==> config.mk <==
export PLATFORM = sky130hd
export DESIGN_NAME = qer_motor_logic
export DESIGN_NICKNAME = d
export VERILOG_FILES = /design/src/hdl/qer_pkg.sv /design/src/hdl/qer_motor_logic.sv
export SDC_FILE = /design/constraint.sdc
export NUM_CORES = 1
export LEC_CHECK = 0
export BUFFER_PORTS_ARGS = -buffer_cell sky130_fd_sc_hd__buf_2
export CAP_MARGIN = 10
export CORE_AREA = 2 2 107 109
export DETAILED_ROUTE_END_ITERATION = 8
export DIE_AREA = 0 0 109 111
export PLACE_DENSITY = 0.86
export SLEW_MARGIN = 10
export SYNTH_ARGS = -nofsm -noshare
export SYNTH_HDL_FRONTEND = slang
export SYNTH_SLANG_ARGS = --single-unit
==> constraint.sdc <==
create_clock -name sys_clk -period 5.7 [get_ports sys_clk]
set_clock_uncertainty 0.1 [all_clocks]
set_input_delay 0.57 -clock sys_clk [delete_from_list [all_inputs] [get_ports sys_clk]]
set_output_delay 0.57 -clock sys_clk [all_outputs]
set_load 0.05 [all_outputs]
==> src/hdl/qer_pkg.sv <==
// Purpose: shared constants and types of the encoder, reference-clear and xor input logic
// Assumes: one timer clock, all fields held steady by software between changes
// Notes:   field encodings are the timer's own codes
package qer_pkg;

   // counter width and channel count
   localparam int CNT_W  = 16;
   localparam int NUM_CH = 4;

   // slave mode field codes
   localparam logic [2:0] SMS_OFF   = 3'h0;
   localparam logic [2:0] SMS_ENC_B = 3'h1;
   localparam logic [2:0] SMS_ENC_A = 3'h2;
   localparam logic [2:0] SMS_ENC_2 = 3'h3;
   localparam logic [2:0] SMS_RESET = 3'h4;

   // channel output compare mode codes
   localparam logic [2:0] OCM_FROZEN  = 3'h0;
   localparam logic [2:0] OCM_SET     = 3'h1;
   localparam logic [2:0] OCM_CLR     = 3'h2;
   localparam logic [2:0] OCM_TOGGLE  = 3'h3;
   localparam logic [2:0] OCM_FORCE_L = 3'h4;
   localparam logic [2:0] OCM_FORCE_H = 3'h5;
   localparam logic [2:0] OCM_PWM1    = 3'h6;
   localparam logic [2:0] OCM_PWM2    = 3'h7;

   // channel 1 capture and channel 2 select codes
   localparam logic [1:0] CCS_OUTPUT = 2'h0;
   localparam logic [1:0] CCS_TI_A   = 2'h1;
   localparam logic [1:0] CCS_TI_B   = 2'h2;
   localparam logic [1:0] CCS_TRC    = 2'h3;

   // master mode field codes
   localparam logic [2:0] MMS_RESET  = 3'h0;
   localparam logic [2:0] MMS_ENABLE = 3'h1;
   localparam logic [2:0] MMS_UPDATE = 3'h2;
   localparam logic [2:0] MMS_MATCH1 = 3'h3;
   localparam logic [2:0] MMS_REF1   = 3'h4;
   localparam logic [2:0] MMS_REF2   = 3'h5;
   localparam logic [2:0] MMS_REF3   = 3'h6;
   localparam logic [2:0] MMS_REF4   = 3'h7;

   // reset values
   localparam logic [CNT_W-1:0] CNT_RST = 16'h0000;
   localparam logic             DIR_RST = 1'h0;

   // per-channel output control, preloaded and active copies
   typedef struct packed {
      logic [2:0] mode;
      logic       enable;
   } qer_chan_ctl_t;

   // next count and wrap flag
   typedef struct packed {
      logic             wrap;
      logic [CNT_W-1:0] value;
   } qer_step_t;

endpackage
==> src/hdl/qer_motor_logic.sv <==
// Purpose: quadrature encoder counter, external reference clear and xor hall input path
// Assumes: pins arrive asynchronously; config ports come from sys_clk logic
// Notes:   counter has no prescaler; one tick per sys_clk when running outside encoder mode
import qer_pkg::*;

// Function
// enabled channel reference forced low by clear
// cleared reference stays low until update
// clear ignored in forced output modes
// select bit picks clear pin or trigger
// software sets trigger prescaler off first
// slave mode picks encoder count inputs
// polarity bits invert each encoder input
// encoder counts only with run bit set
// direction recomputed on any input edge
// counter wraps between zero and reload
// compare and trigger output keep working
// software never mixes encoder and clock2
// input a counting direction table
// input b counting direction table
// both inputs counted, jitter cancels
// xor of three pins feeds channel 1
// xor signal usable by capture, trigger
// reset mode restarts counter on toggle
// capture select 11 latches on controller signal
// channel 2 pwm2 makes commutation pulse
// master mode 101 sends channel 2 ref out
// trigger rising edge makes commutation event
// commutation copies preload to active bits
// pins synchronised before edge detection
module qer_motor_logic (
   // clock and reset
   input  wire logic                      sys_clk,
   input  wire logic                      rst_n,
   // pins and on-chip trigger sources
   input  wire logic [2:0]                channel_pin,
   input  wire logic                      reference_clear_input,
   input  wire logic                      filtered_external_trigger,
   input  wire logic                      internal_trigger_input,
   input  wire logic                      commutation_soft,
   // counter configuration
   input  wire logic                      counter_run_bit,
   input  wire logic [2:0]                slave_mode_field,
   input  wire logic                      input_a_polarity,
   input  wire logic                      input_b_polarity,
   input  wire logic                      xor_input_select,
   input  wire logic [CNT_W-1:0]          auto_reload_value,
   // channel configuration
   input  wire logic                      clear_source_select,
   input  wire logic [NUM_CH-1:0]         reference_clear_enable,
   input  wire logic [NUM_CH*CNT_W-1:0]   compare_value,
   input  wire qer_chan_ctl_t [NUM_CH-1:0] chan_preload,
   input  wire logic [1:0]                channel1_capture_select,
   input  wire logic [1:0]                channel2_select,
   input  wire logic [2:0]                master_mode_field,
   input  wire logic                      commutation_source_select,
   input  wire logic                      control_preload_enable,
   // status and outputs
   output logic [CNT_W-1:0]               counter,
   output logic                           direction,
   output logic                           update_event,
   output logic [NUM_CH-1:0]              channel_output_reference,
   output qer_chan_ctl_t [NUM_CH-1:0]     chan_active,
   output logic                           commutation_event,
   output logic                           trigger_output,
   output logic [CNT_W-1:0]               capture1_value,
   output logic                           capture1_event
);

   // one count step with wrap between zero and reload
   function automatic qer_step_t step_count(input logic [CNT_W-1:0] cur, input logic [CNT_W-1:0] top,
                                            input logic down);
      qer_step_t r;
      if (down) begin
         r.wrap  = (cur == CNT_RST);
         r.value = r.wrap ? top : CNT_W'(cur - 1'b1);
      end else begin
         r.wrap  = (cur >= top);
         r.value = r.wrap ? CNT_RST : CNT_W'(cur + 1'b1);
      end
      return r;
   endfunction

   logic [2:0]        pin_meta;
   logic [2:0]        pin_sync;
   logic              clr_meta;
   logic              clr_sync;
   logic              fa_prev;
   logic              fb_prev;
   logic              itr_prev;
   logic [NUM_CH-1:0] clr_hold;
   logic [NUM_CH-1:0] next_hold;
   logic [NUM_CH-1:0] next_ref;
   logic              match1;

   // two-stage synchronisers on all pins
   always_ff @(posedge sys_clk or negedge rst_n) begin
      if (!rst_n) begin
         pin_meta <= 3'h0;
         pin_sync <= 3'h0;
         clr_meta <= 1'h0;
         clr_sync <= 1'h0;
      end else begin
         pin_meta <= channel_pin;
         pin_sync <= pin_meta;
         clr_meta <= reference_clear_input;
         clr_sync <= clr_meta;
      end
   end

   // input selection, polarity and edge detection
   wire ti_a_raw  = xor_input_select ? ^pin_sync : pin_sync[0];
   wire fa        = ti_a_raw ^ input_a_polarity;
   wire fb        = pin_sync[1] ^ input_b_polarity;
   // edges come from the inputs before polarity, so a polarity write never looks like an edge
   wire a_edge    = ti_a_raw ^ fa_prev; // edge of input a, also the controller signal
   wire b_edge    = pin_sync[1] ^ fb_prev;
   wire a_down    = fa ~^ fb;
   wire b_down    = fb ^ fa;
   wire enc_dir   = a_edge ? a_down : b_down;
   wire any_edge  = a_edge | b_edge;

   // slave mode decode
   wire enc_mode  = (slave_mode_field == SMS_ENC_A) || (slave_mode_field == SMS_ENC_B) ||
                    (slave_mode_field == SMS_ENC_2);
   wire cnt_on_a  = (slave_mode_field == SMS_ENC_A) || (slave_mode_field == SMS_ENC_2);
   wire cnt_on_b  = (slave_mode_field == SMS_ENC_B) || (slave_mode_field == SMS_ENC_2);
   wire slave_rst = counter_run_bit && (slave_mode_field == SMS_RESET) && a_edge;

   // count step request and direction
   wire enc_step  = counter_run_bit & enc_mode & ((a_edge & cnt_on_a) | (b_edge & cnt_on_b));
   wire free_step = counter_run_bit & ~enc_mode & ~slave_rst;
   wire do_step   = enc_step | free_step;
   wire step_down = enc_mode ? enc_dir : 1'b0;
   qer_step_t nxt;
   assign nxt     = step_count(counter, auto_reload_value, step_down);
   wire next_uev  = slave_rst | (do_step & nxt.wrap);

   // counter, direction and update event
   always_ff @(posedge sys_clk or negedge rst_n) begin
      if (!rst_n) begin
         counter      <= CNT_RST;
         direction    <= DIR_RST;
         update_event <= 1'b0;
         fa_prev      <= 1'b0;
         fb_prev      <= 1'b0;
      end else begin
         fa_prev      <= ti_a_raw;
         fb_prev      <= pin_sync[1];
         update_event <= next_uev;
         if (enc_mode && any_edge)
            direction <= enc_dir;
         if (slave_rst)
            counter <= CNT_RST;
         else if (do_step)
            counter <= nxt.value;
      end
   end

   // commutation: trigger rising edge or software request
   wire itr_rise = internal_trigger_input & ~itr_prev;
   wire next_com = control_preload_enable & (commutation_soft | (commutation_source_select & itr_rise));

   always_ff @(posedge sys_clk or negedge rst_n) begin
      if (!rst_n) begin
         itr_prev          <= 1'b0;
         commutation_event <= 1'b0;
         chan_active       <= '0;
      end else begin
         itr_prev          <= internal_trigger_input;
         commutation_event <= next_com;
         if (!control_preload_enable || next_com)
            chan_active <= chan_preload;
      end
   end

   // reference clear source
   wire clr_sig = clear_source_select ? filtered_external_trigger : clr_sync;

   // per-channel compare reference with external clear
   always_comb begin
      logic [CNT_W-1:0] ccr;
      logic             match;
      logic             below;
      logic             forced;
      logic             raw;
      ccr       = '0;
      match     = 1'b0;
      below     = 1'b0;
      forced    = 1'b0;
      raw       = 1'b0;
      next_hold = '0;
      next_ref  = '0;
      for (int i = 0; i < NUM_CH; i++) begin
         ccr    = compare_value[i*CNT_W +: CNT_W];
         match  = (counter == ccr);
         below  = (counter < ccr);
         forced = (chan_active[i].mode == OCM_FORCE_L) || (chan_active[i].mode == OCM_FORCE_H);
         unique case (chan_active[i].mode)
            OCM_FROZEN:  raw = channel_output_reference[i];
            OCM_SET:     raw = match | channel_output_reference[i];
            OCM_CLR:     raw = ~match & channel_output_reference[i];
            OCM_TOGGLE:  raw = match ^ channel_output_reference[i];
            OCM_FORCE_L: raw = 1'b0;
            OCM_FORCE_H: raw = 1'b1;
            OCM_PWM1:    raw = below;
            OCM_PWM2:    raw = ~below;
         endcase
         if (i == 1 && channel2_select != CCS_OUTPUT)
            raw = 1'b0; // channel 2 in input mode drives no reference
         // set beats the update-event release
         next_hold[i] = ~forced & ((clr_hold[i] & ~next_uev) | (reference_clear_enable[i] & clr_sig));
         next_ref[i]  = raw & ~next_hold[i];
      end
   end

   always_ff @(posedge sys_clk or negedge rst_n) begin
      if (!rst_n) begin
         clr_hold                 <= '0;
         channel_output_reference <= '0;
      end else begin
         clr_hold                 <= next_hold;
         channel_output_reference <= next_ref;
      end
   end

   // channel 1 capture on selected input
   assign match1 = (counter == compare_value[CNT_W-1:0]);
   wire cap_now  = ((channel1_capture_select == CCS_TI_A) && a_edge && fa) ||
                   ((channel1_capture_select == CCS_TI_B) && b_edge && fb) ||
                   ((channel1_capture_select == CCS_TRC) && a_edge);

   // trigger output selection
   logic next_trigger_output;
   always_comb begin
      unique case (master_mode_field)
         MMS_RESET:  next_trigger_output = slave_rst;
         MMS_ENABLE: next_trigger_output = counter_run_bit;
         MMS_UPDATE: next_trigger_output = next_uev;
         MMS_MATCH1: next_trigger_output = match1;
         MMS_REF1:   next_trigger_output = next_ref[0];
         MMS_REF2:   next_trigger_output = next_ref[1];
         MMS_REF3:   next_trigger_output = next_ref[2];
         MMS_REF4:   next_trigger_output = next_ref[3];
      endcase
   end

   always_ff @(posedge sys_clk or negedge rst_n) begin
      if (!rst_n) begin
         capture1_value <= CNT_RST;
         capture1_event <= 1'b0;
         trigger_output <= 1'b0;
      end else begin
         capture1_event <= cap_now;
         trigger_output <= next_trigger_output;
         if (cap_now)
            capture1_value <= counter;
      end
   end

   // checks
   a_clear_ref_low: assert property (@(posedge sys_clk) disable iff (!rst_n)
      (reference_clear_enable[0] && clr_sig && chan_active[0].mode == OCM_PWM1) |=> !channel_output_reference[0])
      else $error("enabled clear did not force reference low");
   a_hold_until_update: assert property (@(posedge sys_clk) disable iff (!rst_n)
      (clr_hold[0] && !next_uev && chan_active[0].mode == OCM_PWM1) |=> clr_hold[0] && !channel_output_reference[0])
      else $error("cleared reference released before update");
   a_forced_no_clear: assert property (@(posedge sys_clk) disable iff (!rst_n)
      (chan_active[2].mode == OCM_FORCE_H) |=> channel_output_reference[2] && !clr_hold[2])
      else $error("forced output was cleared");
   a_run_gate_count: assert property (@(posedge sys_clk) disable iff (!rst_n)
      (!counter_run_bit) |=> $stable(counter))
      else $error("counter moved while stopped");
   a_enc_a_dir: assert property (@(posedge sys_clk) disable iff (!rst_n)
      (slave_mode_field == SMS_ENC_A && a_edge && fa && !fb) |=> !direction)
      else $error("input a rise with b low not up");
   a_enc_b_dir: assert property (@(posedge sys_clk) disable iff (!rst_n)
      (slave_mode_field == SMS_ENC_B && b_edge && fb && !fa) |=> direction)
      else $error("input b rise with a low not down");
   a_up_wrap_zero: assert property (@(posedge sys_clk) disable iff (!rst_n)
      (enc_step && !enc_dir && counter == auto_reload_value) |=> counter == CNT_RST && update_event)
      else $error("up count did not wrap to zero");
   a_reset_mode_zero: assert property (@(posedge sys_clk) disable iff (!rst_n)
      slave_rst |=> counter == CNT_RST ##1 1'b1)
      else $error("reset mode toggle did not clear counter");
   a_com_copy: assert property (@(posedge sys_clk) disable iff (!rst_n)
      (control_preload_enable && commutation_source_select && itr_rise) |=> commutation_event &&
      chan_active == $past(chan_preload))
      else $error("commutation did not copy preload");
   a_trigger_output_ref2: assert property (@(posedge sys_clk) disable iff (!rst_n)
      (master_mode_field == MMS_REF2) |=> trigger_output == channel_output_reference[1])
      else $error("trigger output not channel 2 reference");
   a_pwm2_delay_ref: assert property (@(posedge sys_clk) disable iff (!rst_n)
      (chan_active[1].mode == OCM_PWM2 && channel2_select == CCS_OUTPUT && !next_hold[1] &&
      counter >= compare_value[2*CNT_W-1:CNT_W]) |=> channel_output_reference[1])
      else $error("pwm2 reference low past compare");
   a_trc_capture: assert property (@(posedge sys_clk) disable iff (!rst_n)
      (channel1_capture_select == CCS_TRC && a_edge) |=> capture1_event && capture1_value == $past(counter))
      else $error("controller edge did not capture counter");
   a_dir_off_input: assert property (@(posedge sys_clk) disable iff (!rst_n)
      (slave_mode_field == SMS_ENC_A && b_edge && !a_edge && fb && fa) |=> !direction)
      else $error("direction not updated on uncounted input");
   a_both_a_fall: assert property (@(posedge sys_clk) disable iff (!rst_n)
      (slave_mode_field == SMS_ENC_2 && a_edge && !b_edge && !fa && fb) |=> !direction)
      else $error("input a fall with b high not up");

endmodule

# Word level (Yosys, flattened, before mapping)
# Index checks and enable logic that the tools add are counted.
[op_classes]
add_sub_neg = 2
order_cmp = 5
n_eq_ne = 46
muxes = 15
bitwise = 73
n_reduce_logical = 29
[ops]
columns = ["op", "n"]
rows = [
  ["== test 16 bit", 4],
  ["< comparator 16 bit", 4],
  ["2-to-1 mux 16 bit", 4],
  ["== test 3 bit (second input constant)", 21],
  ["one-hot mux 1 bit (8 select lines)", 5],
  ["== test 3 x 2 -> 1 bit (second input constant)", 12],
  ["AND 1 bit", 30],
  ["inverter 1 bit", 20],
  ["== test 3 x 1 -> 1 bit (second input constant)", 6],
  ["2-to-1 mux 17 bit", 1],
  ["adder 16 x 1 -> 16 bit (second input constant)", 1],
  [">= comparator 16 bit", 1],
  ["zero test 16 bit", 1],
  ["subtractor 16 x 1 -> 16 bit (second input constant)", 1],
  ["zero test 3 bit", 5],
  ["bitwise OR 1 bit", 13],
  ["logical OR 1 bit", 11],
  ["XOR 1 bit", 9],
  ["logical AND 1 bit", 8],
  ["2-to-1 mux 1 bit", 5],
  ["== test 2 bit (second input constant)", 2],
  ["nonzero test 2 bit", 2],
  ["parity 3 bit", 1],
  ["== test 2 x 1 -> 1 bit (second input constant)", 1],
  ["other kinds (2)", 2],
]
[word_totals]
regBits = 72
in_bits = 126
word_cells = 194

# Depth between registers and ports, before layout
[logic_depth]
ltp_word = 16
mapped_depth = 13
mapped_depth_nobuf = 13

# Worst setup path after synthesis
# Ideal clock, no wire load.
[synth_timing]
path_kind = "register -> register"
from = "register counter[0]"
to = "register trigger_output"
setup_time_ns = 0.127
arrival_time_ns = 3.118
required_time_ns = 5.473
setup_slack_ns = 2.356
stages_incl_launch_ff = 13
path_cell_list = "dfrtp_1 -> inv_1 -> ha_1 -> nand4_1 -> or4_1 -> ha_1 -> mux4_2 -> nand2_1 -> nor2_1 -> a31oi_1 -> a2111o_1 -> o311a_1 -> a31oi_1"
[synth_between]
elab_chain_cells = 11
elab_cells_between_ends = 60
[synth_lines]
columns = ["item", "line", "text"]
rows = [
  ["start, declared", "qer_motor_logic.sv:59", "output logic [CNT_W-1:0] counter,"],
  ["start signal, assigned", "qer_motor_logic.sv:156", "counter <= nxt.value;"],
  [">= comparator 16 bit or zero test 16 bit (tied branches)", "qer_motor_logic.sv:78, qer_motor_logic.sv:75", ""],
  ["2-to-1 mux 17 bit", "qer_motor_logic.sv:74", "if (down) begin"],
  ["AND 1 bit", "qer_motor_logic.sv:137", "wire next_uev = slave_rst | (do_step & nxt.wrap);"],
  ["bitwise OR 1 bit", "qer_motor_logic.sv:137", ""],
  ["inverter 1 bit", "qer_motor_logic.sv:212", "next_hold[i] = ~forced & ((clr_hold[i] & ~next_uev) | (reference_clear_enable[i] & clr_sig));"],
  ["AND 1 bit", "qer_motor_logic.sv:212", ""],
  ["bitwise OR 1 bit", "qer_motor_logic.sv:212", ""],
  ["AND 1 bit", "qer_motor_logic.sv:212", ""],
  ["inverter 1 bit", "qer_motor_logic.sv:213", "next_ref[i] = raw & ~next_hold[i];"],
  ["AND 1 bit", "qer_motor_logic.sv:213", ""],
  ["one-hot mux 1 bit (8 select lines) *", "qer_motor_logic.sv:236", "unique case (master_mode_field)"],
  ["via next_trigger_output", "qer_motor_logic.sv:234", "logic next_trigger_output;"],
  ["end signal, assigned", "qer_motor_logic.sv:255", "trigger_output <= next_trigger_output;"],
  ["end, declared", "qer_motor_logic.sv:65", "output logic trigger_output,"],
]
# Mark *: on every way through the listed nets, which the timed path passes. The rest lies on a longest branch.
# A chain may end at the register's enable or synchronous reset.

# Worst setup path after layout
[layout_timing]
from = "register counter[8]"
to = "register trigger_output"
[layout_between]
elab_chain_cells = 11
elab_cells_between_ends = 60
[layout_lines]
columns = ["item", "line", "text"]
rows = [
  [">= comparator 16 bit or zero test 16 bit (tied branches)", "qer_motor_logic.sv:78, qer_motor_logic.sv:75", ""],
  ["2-to-1 mux 17 bit *", "qer_motor_logic.sv:74", ""],
  ["AND 1 bit *", "qer_motor_logic.sv:137", ""],
  ["bitwise OR 1 bit *", "qer_motor_logic.sv:137", ""],
  ["inverter 1 bit *", "qer_motor_logic.sv:212", ""],
  ["AND 1 bit *", "qer_motor_logic.sv:212", ""],
  ["bitwise OR 1 bit *", "qer_motor_logic.sv:212", ""],
  ["AND 1 bit *", "qer_motor_logic.sv:212", ""],
  ["via next_hold[0]", "qer_motor_logic.sv:92", "logic [NUM_CH-1:0] next_hold;"],
  ["inverter 1 bit *", "qer_motor_logic.sv:213", ""],
  ["AND 1 bit *", "qer_motor_logic.sv:213", ""],
  ["one-hot mux 1 bit (8 select lines) *", "qer_motor_logic.sv:236", ""],
  ["via next_trigger_output", "qer_motor_logic.sv:234", ""],
]
# Marks and branches as above.

==> results by stage <==
Setup path:
- The flop-to-flop setup slack is 2.09 ns.
- The last element of the critical path is trigger_output.
- The critical path start-end classification is reg -> reg.
- In this run the critical register-to-register path is captured at trigger_output.
- For the worst setup path, the data required time is 5.83 ns.
- The kind of end point of the critical path is a flop.
- The type of element launching the critical path is a flop.
- The number of cells on the worst reg-to-reg path is 10.
- The start of the worst register-to-register path is counter[8].
- Data arrives at the worst endpoint at 3.74 ns.
- The first element of the critical path is counter[8].
- The maximum fanout count along the critical path is 16.

CTS:
- Gates resized during post-CTS repair numbered 0.
- The tree built by TritonCTS fans out to 72 sinks.
- The cell at the root of the clock tree is sky130_fd_sc_hd__clkbuf_16.
- The clock tree from TritonCTS is built.
- The number of levels in the clock H-tree is 3.
- The number of setup buffers added after CTS is 0.
- Clock-pin slew was measured on the worst setup and hold paths at 0.06 ns.
- The maximum clock insertion buffer count is 2.
- The total of hold buffers inserted after clock tree synthesis is 0.
- Buffers inserted during clock tree synthesis total 9.
- At the later pin of the worst-skew pair, clock insertion delay measures 0.34 ns.

Die:
- The die footprint is 12100 um^2.
- The number of placed I/O pins is 183.
- The region available for standard cell placement spans 11100 um^2.
- The effective utilization at floorplan is 55.0%.
- The die is 111 um tall.
- The floorplan step set the die width to 109 um.
- The number of rows created at floorplan is 39.

Synth:
- Yosys mapped a number of flops with a built-in enable equal to 0.
- The library cell with the highest instance count after synthesis is sky130_fd_sc_hd__inv_1.
- The post-synthesis compound-gate area fraction is 19.2%.
- The net count after synthesis is 900.
- The xor/xnor cell area share of the yosys netlist is 3.10%.
- Yosys attributes the largest share of cell area to sky130_fd_sc_hd__dfrtp_1, sky130_fd_sc_hd__ha_1, sky130_fd_sc_hd__inv_1.
- By area, the combinational part of the netlist is dominated by compound AO/OA/AOI/OAI gates.
- The mux cell area share after synthesis is 7.00%.
- The Yosys step of the flow raised 0 warnings.
- After synthesis the cells add up to 6090 um^2.
- Counting every instance in the synthesized netlist gives 683.
- The dominant cell type by area after synthesis is sky130_fd_sc_hd__dfrtp_1.
- Summing the areas of all and, or, nand and nor instances in the mapped netlist gives 14.0% of the synthesized area.
- Ranked by instance count, the synthesized netlist is headed by sky130_fd_sc_hd__inv_1, sky130_fd_sc_hd__ha_1, sky130_fd_sc_hd__dfrtp_1, sky130_fd_sc_hd__a21oi_1, sky130_fd_sc_hd__nor2_1.
- The share of async-settable or async-resettable flops after synthesis is 100%.
- The flip-flop and latch count after synthesis is 72.
- The portion of synthesized cell area occupied by the leading cell type is 29.6%.
- For this run, the register share of the synthesized area comes to 29.6%.
- The main flop type after synthesis is sky130_fd_sc_hd__dfrtp_1.
- The mean cell area of the mapped netlist is 8.92 um^2.
- After synthesis, the netlist uses 67 different library cells.
- The arithmetic-cell share of the synthesized area counting full adders, half adders and majority gates is 18.7%.

Power:
- The fraction of power spent switching nets is 50.2%.
- The share of total power in sequential cells is 28.0%.
- The worst-case IR drop observed on VDD is 0.324 mV.
- The clock network fraction of total power is 17.3%.
- For this design the static power due to leakage is 0.00404 uW.
- The internal power of the cells is 1630 uW.
- Summed over all nets, the switching power comes to 1640 uW.
- The power density relative to cell area is 443 nW/um^2.
- The combinational fraction of design power is 54.6%.

Timing:
- The final critical path time including I/O delays and setup is 3.61 ns.
- The final number of hold-violating endpoints came to 0.
- The transition at the pin with the smallest max-transition slack is 0.955 ns.
- The highest attainable clock frequency is 277 MHz.
- The number of pins with negative max-slew slack in the final report is 0.
- Setup violations remaining at the end of the flow were counted as 0.
- The headroom to the max-slew limit is 36.1%.
- Setup repair after global routing left no endpoint under its margin.
- The share of the cycle needed by the critical path after routing is 63.4%.
- In the final timing run, aggregate negative setup slack is 0 ns.

Finish:
- The share of cells above drive strength 1 is 28.4%.
- Summing all non-filler instances in the final layout gives an area of 7380 um^2.
- The number of antenna repair diodes is 0.
- The total of fill cells in the finished design is 903.
- The area growth from synthesis to layout is 21.2%.
- The final net count is 1069.

Placed design:
- The number of buffer cells added on primary ports is 182.
- The area of placed instances is 7090 um^2.
- The weighted congestion at the end of routability-driven global placement is 0.908.
- The wire-length estimate of the detail-placed layout is 12900 um.

Job:
- Across the run, the number of max-cap violations was 0.

Min path:
- The start point of the worst hold path is channel_pin[2].
- The worst hold-check path type is in -> reg.

Global routing:
- The global-route wire length before repair is 27000 um.
- The initial antenna violation count is 0.
- Entering global routing, the biggest net connects 73 pins.
- The via count of the first global-routing pass is 5613.
- The overall global routing resource usage is 28.5%.
- The remaining global-route overflow is 0.

Detailed routing:
- The final layout contains routed wiring with a total length of 16800 um.
- The final route contains 5786 vias.
- The number of iterations in the first detailed-routing pass is 5.
- In the routed design, unresolved DRC markers number 0.
- The detailed-route vias per instance is 5.79.
- In the final routed layout, each cell accounts on average for 16.8 um.
- The first routing iteration left 426 violations.
- In this run the remaining antenna-violating nets after routing total 0.

Status:
- The flow ran to the end, and the final reports show no timing, DRC or antenna violations.
==> sequential cells by signal, indices dropped and copies added (netlist names), 3 cells and up <==
name and cells:
channel_output_reference 4, chan_active 16, pin_meta 3, pin_sync 3, clr_hold 4, capture1_value 16, counter 16
==> layout make-up <==
class                      count  area, um^2  area share [%]
clock buffer                  10         229            3.10
clock inverter                 6        67.6           0.915
inverter                     109         409            5.54
multi-input combinational    477        3770            51.1
sequential                    72        1800            24.4
tap                          143         179            2.42
timing repair buffer         183         921            12.5
==> metal layers <==
metal | routed length [um] | share of wire, % | GRT usage, % | up-vias
met2 | 7900 | 47 | 47.2 | 269
met3 | 1310 | 7.8 | 5.47 | 32
met1 | 7160 | 43 | 36.9 | 2698
met4 | 397 | 2.4 | 9.49 | 0
met5 | 0 | 0 | 0 | -
li1 | - | - | - | 2787
==> stage by stage <==
stage	instances	worst slack [ns]	util, %	hold WS (ns)	power (uW)
2_1_floorplan	683	2.36	-	0.174	2210
3_3_place_gp	984	2.19	64.0	0.232	2640
3_5_place_dp	984	2.10	64.0	0.236	2680
4_1_cts	1000	2.15	66.6	0.228	3260
5_1_grt	1000	1.90	66.6	0.223	3500
6_report	1000	2.09	66.6	0.233	3270
==> cell usage in the layout, fill, tap and decap left out, types with 3 or more instances in the layout <==
cell                          n
sky130_fd_sc_hd__and2_1       4
sky130_fd_sc_hd__nand2_1     34
sky130_fd_sc_hd__o21ai_0     33
sky130_fd_sc_hd__a2111o_1     3
sky130_fd_sc_hd__xnor2_1     11
sky130_fd_sc_hd__a31oi_1      5
sky130_fd_sc_hd__a21o_1      11
sky130_fd_sc_hd__dfrtp_1     72
sky130_fd_sc_hd__or3_1        5
sky130_fd_sc_hd__nor3_1       7
sky130_fd_sc_hd__inv_1      109
sky130_fd_sc_hd__nor4_1       3
sky130_fd_sc_hd__mux2_2      31
sky130_fd_sc_hd__a2111oi_0    3
sky130_fd_sc_hd__o211ai_1     6
sky130_fd_sc_hd__nor2_1      38
sky130_fd_sc_hd__clkbuf_16    9
sky130_fd_sc_hd__nand4_1     15
sky130_fd_sc_hd__o221ai_1     3
sky130_fd_sc_hd__o21a_1       3
sky130_fd_sc_hd__o32ai_1     11
sky130_fd_sc_hd__xor2_1       8
sky130_fd_sc_hd__a22o_1      12
sky130_fd_sc_hd__nand3_1     16
sky130_fd_sc_hd__nor2b_1      3
sky130_fd_sc_hd__nand2b_1     6
sky130_fd_sc_hd__and3_1      13
sky130_fd_sc_hd__mux4_2       3
sky130_fd_sc_hd__a21oi_1     42
sky130_fd_sc_hd__a211oi_1    13
sky130_fd_sc_hd__ha_1        91
sky130_fd_sc_hd__buf_2      181
sky130_fd_sc_hd__a211o_1      3
==> how the worst min path moves through the flow <==
stage / to / cells after the start
after CTS: pin_meta[2] / 1
after global placement: pin_sync[2] / 0
after global routing: pin_meta[2] / 1
after floorplan: capture1_event / 0
after detailed placement: pin_sync[1] / 0
final: pin_meta[2] / 1
==> kinds of logic after synthesis <==
group,after synthesis
AO/OA/AOI/OAI,169
XOR/XNOR,20
multiplexers,35
AND/OR/NAND/NOR,162
flip-flops,72
adder cells (fa/ha/maj),91
buffers and inverters,134
==> power by group through the flow <==
stage / combinational, uW / clock, uW / sequential (uW)
final: 1790 / 567 / 917
after global routing: 1960 / 600 / 945
after CTS: 1780 / 574 / 909
after detailed placement: 1760 / 0 / 917
after global placement: 1730 / 0 / 910
after floorplan: 999 / 0 / 1210
==> critical path, cell delays in order, from the launching register on <==
cell	delay [ns]
sky130_fd_sc_hd__dfrtp_1	0.75
sky130_fd_sc_hd__ha_1	0.35
sky130_fd_sc_hd__nand4_1	0.16
sky130_fd_sc_hd__nor3_1	0.07
sky130_fd_sc_hd__or3_1	0.34
sky130_fd_sc_hd__a211oi_2	0.40
sky130_fd_sc_hd__nand2_1	0.51
sky130_fd_sc_hd__a221oi_2	0.47
sky130_fd_sc_hd__a2111o_1	0.17
sky130_fd_sc_hd__a21o_1	0.11
sky130_fd_sc_hd__a31oi_1	0.07
Power figures use the tool's default switching activity.
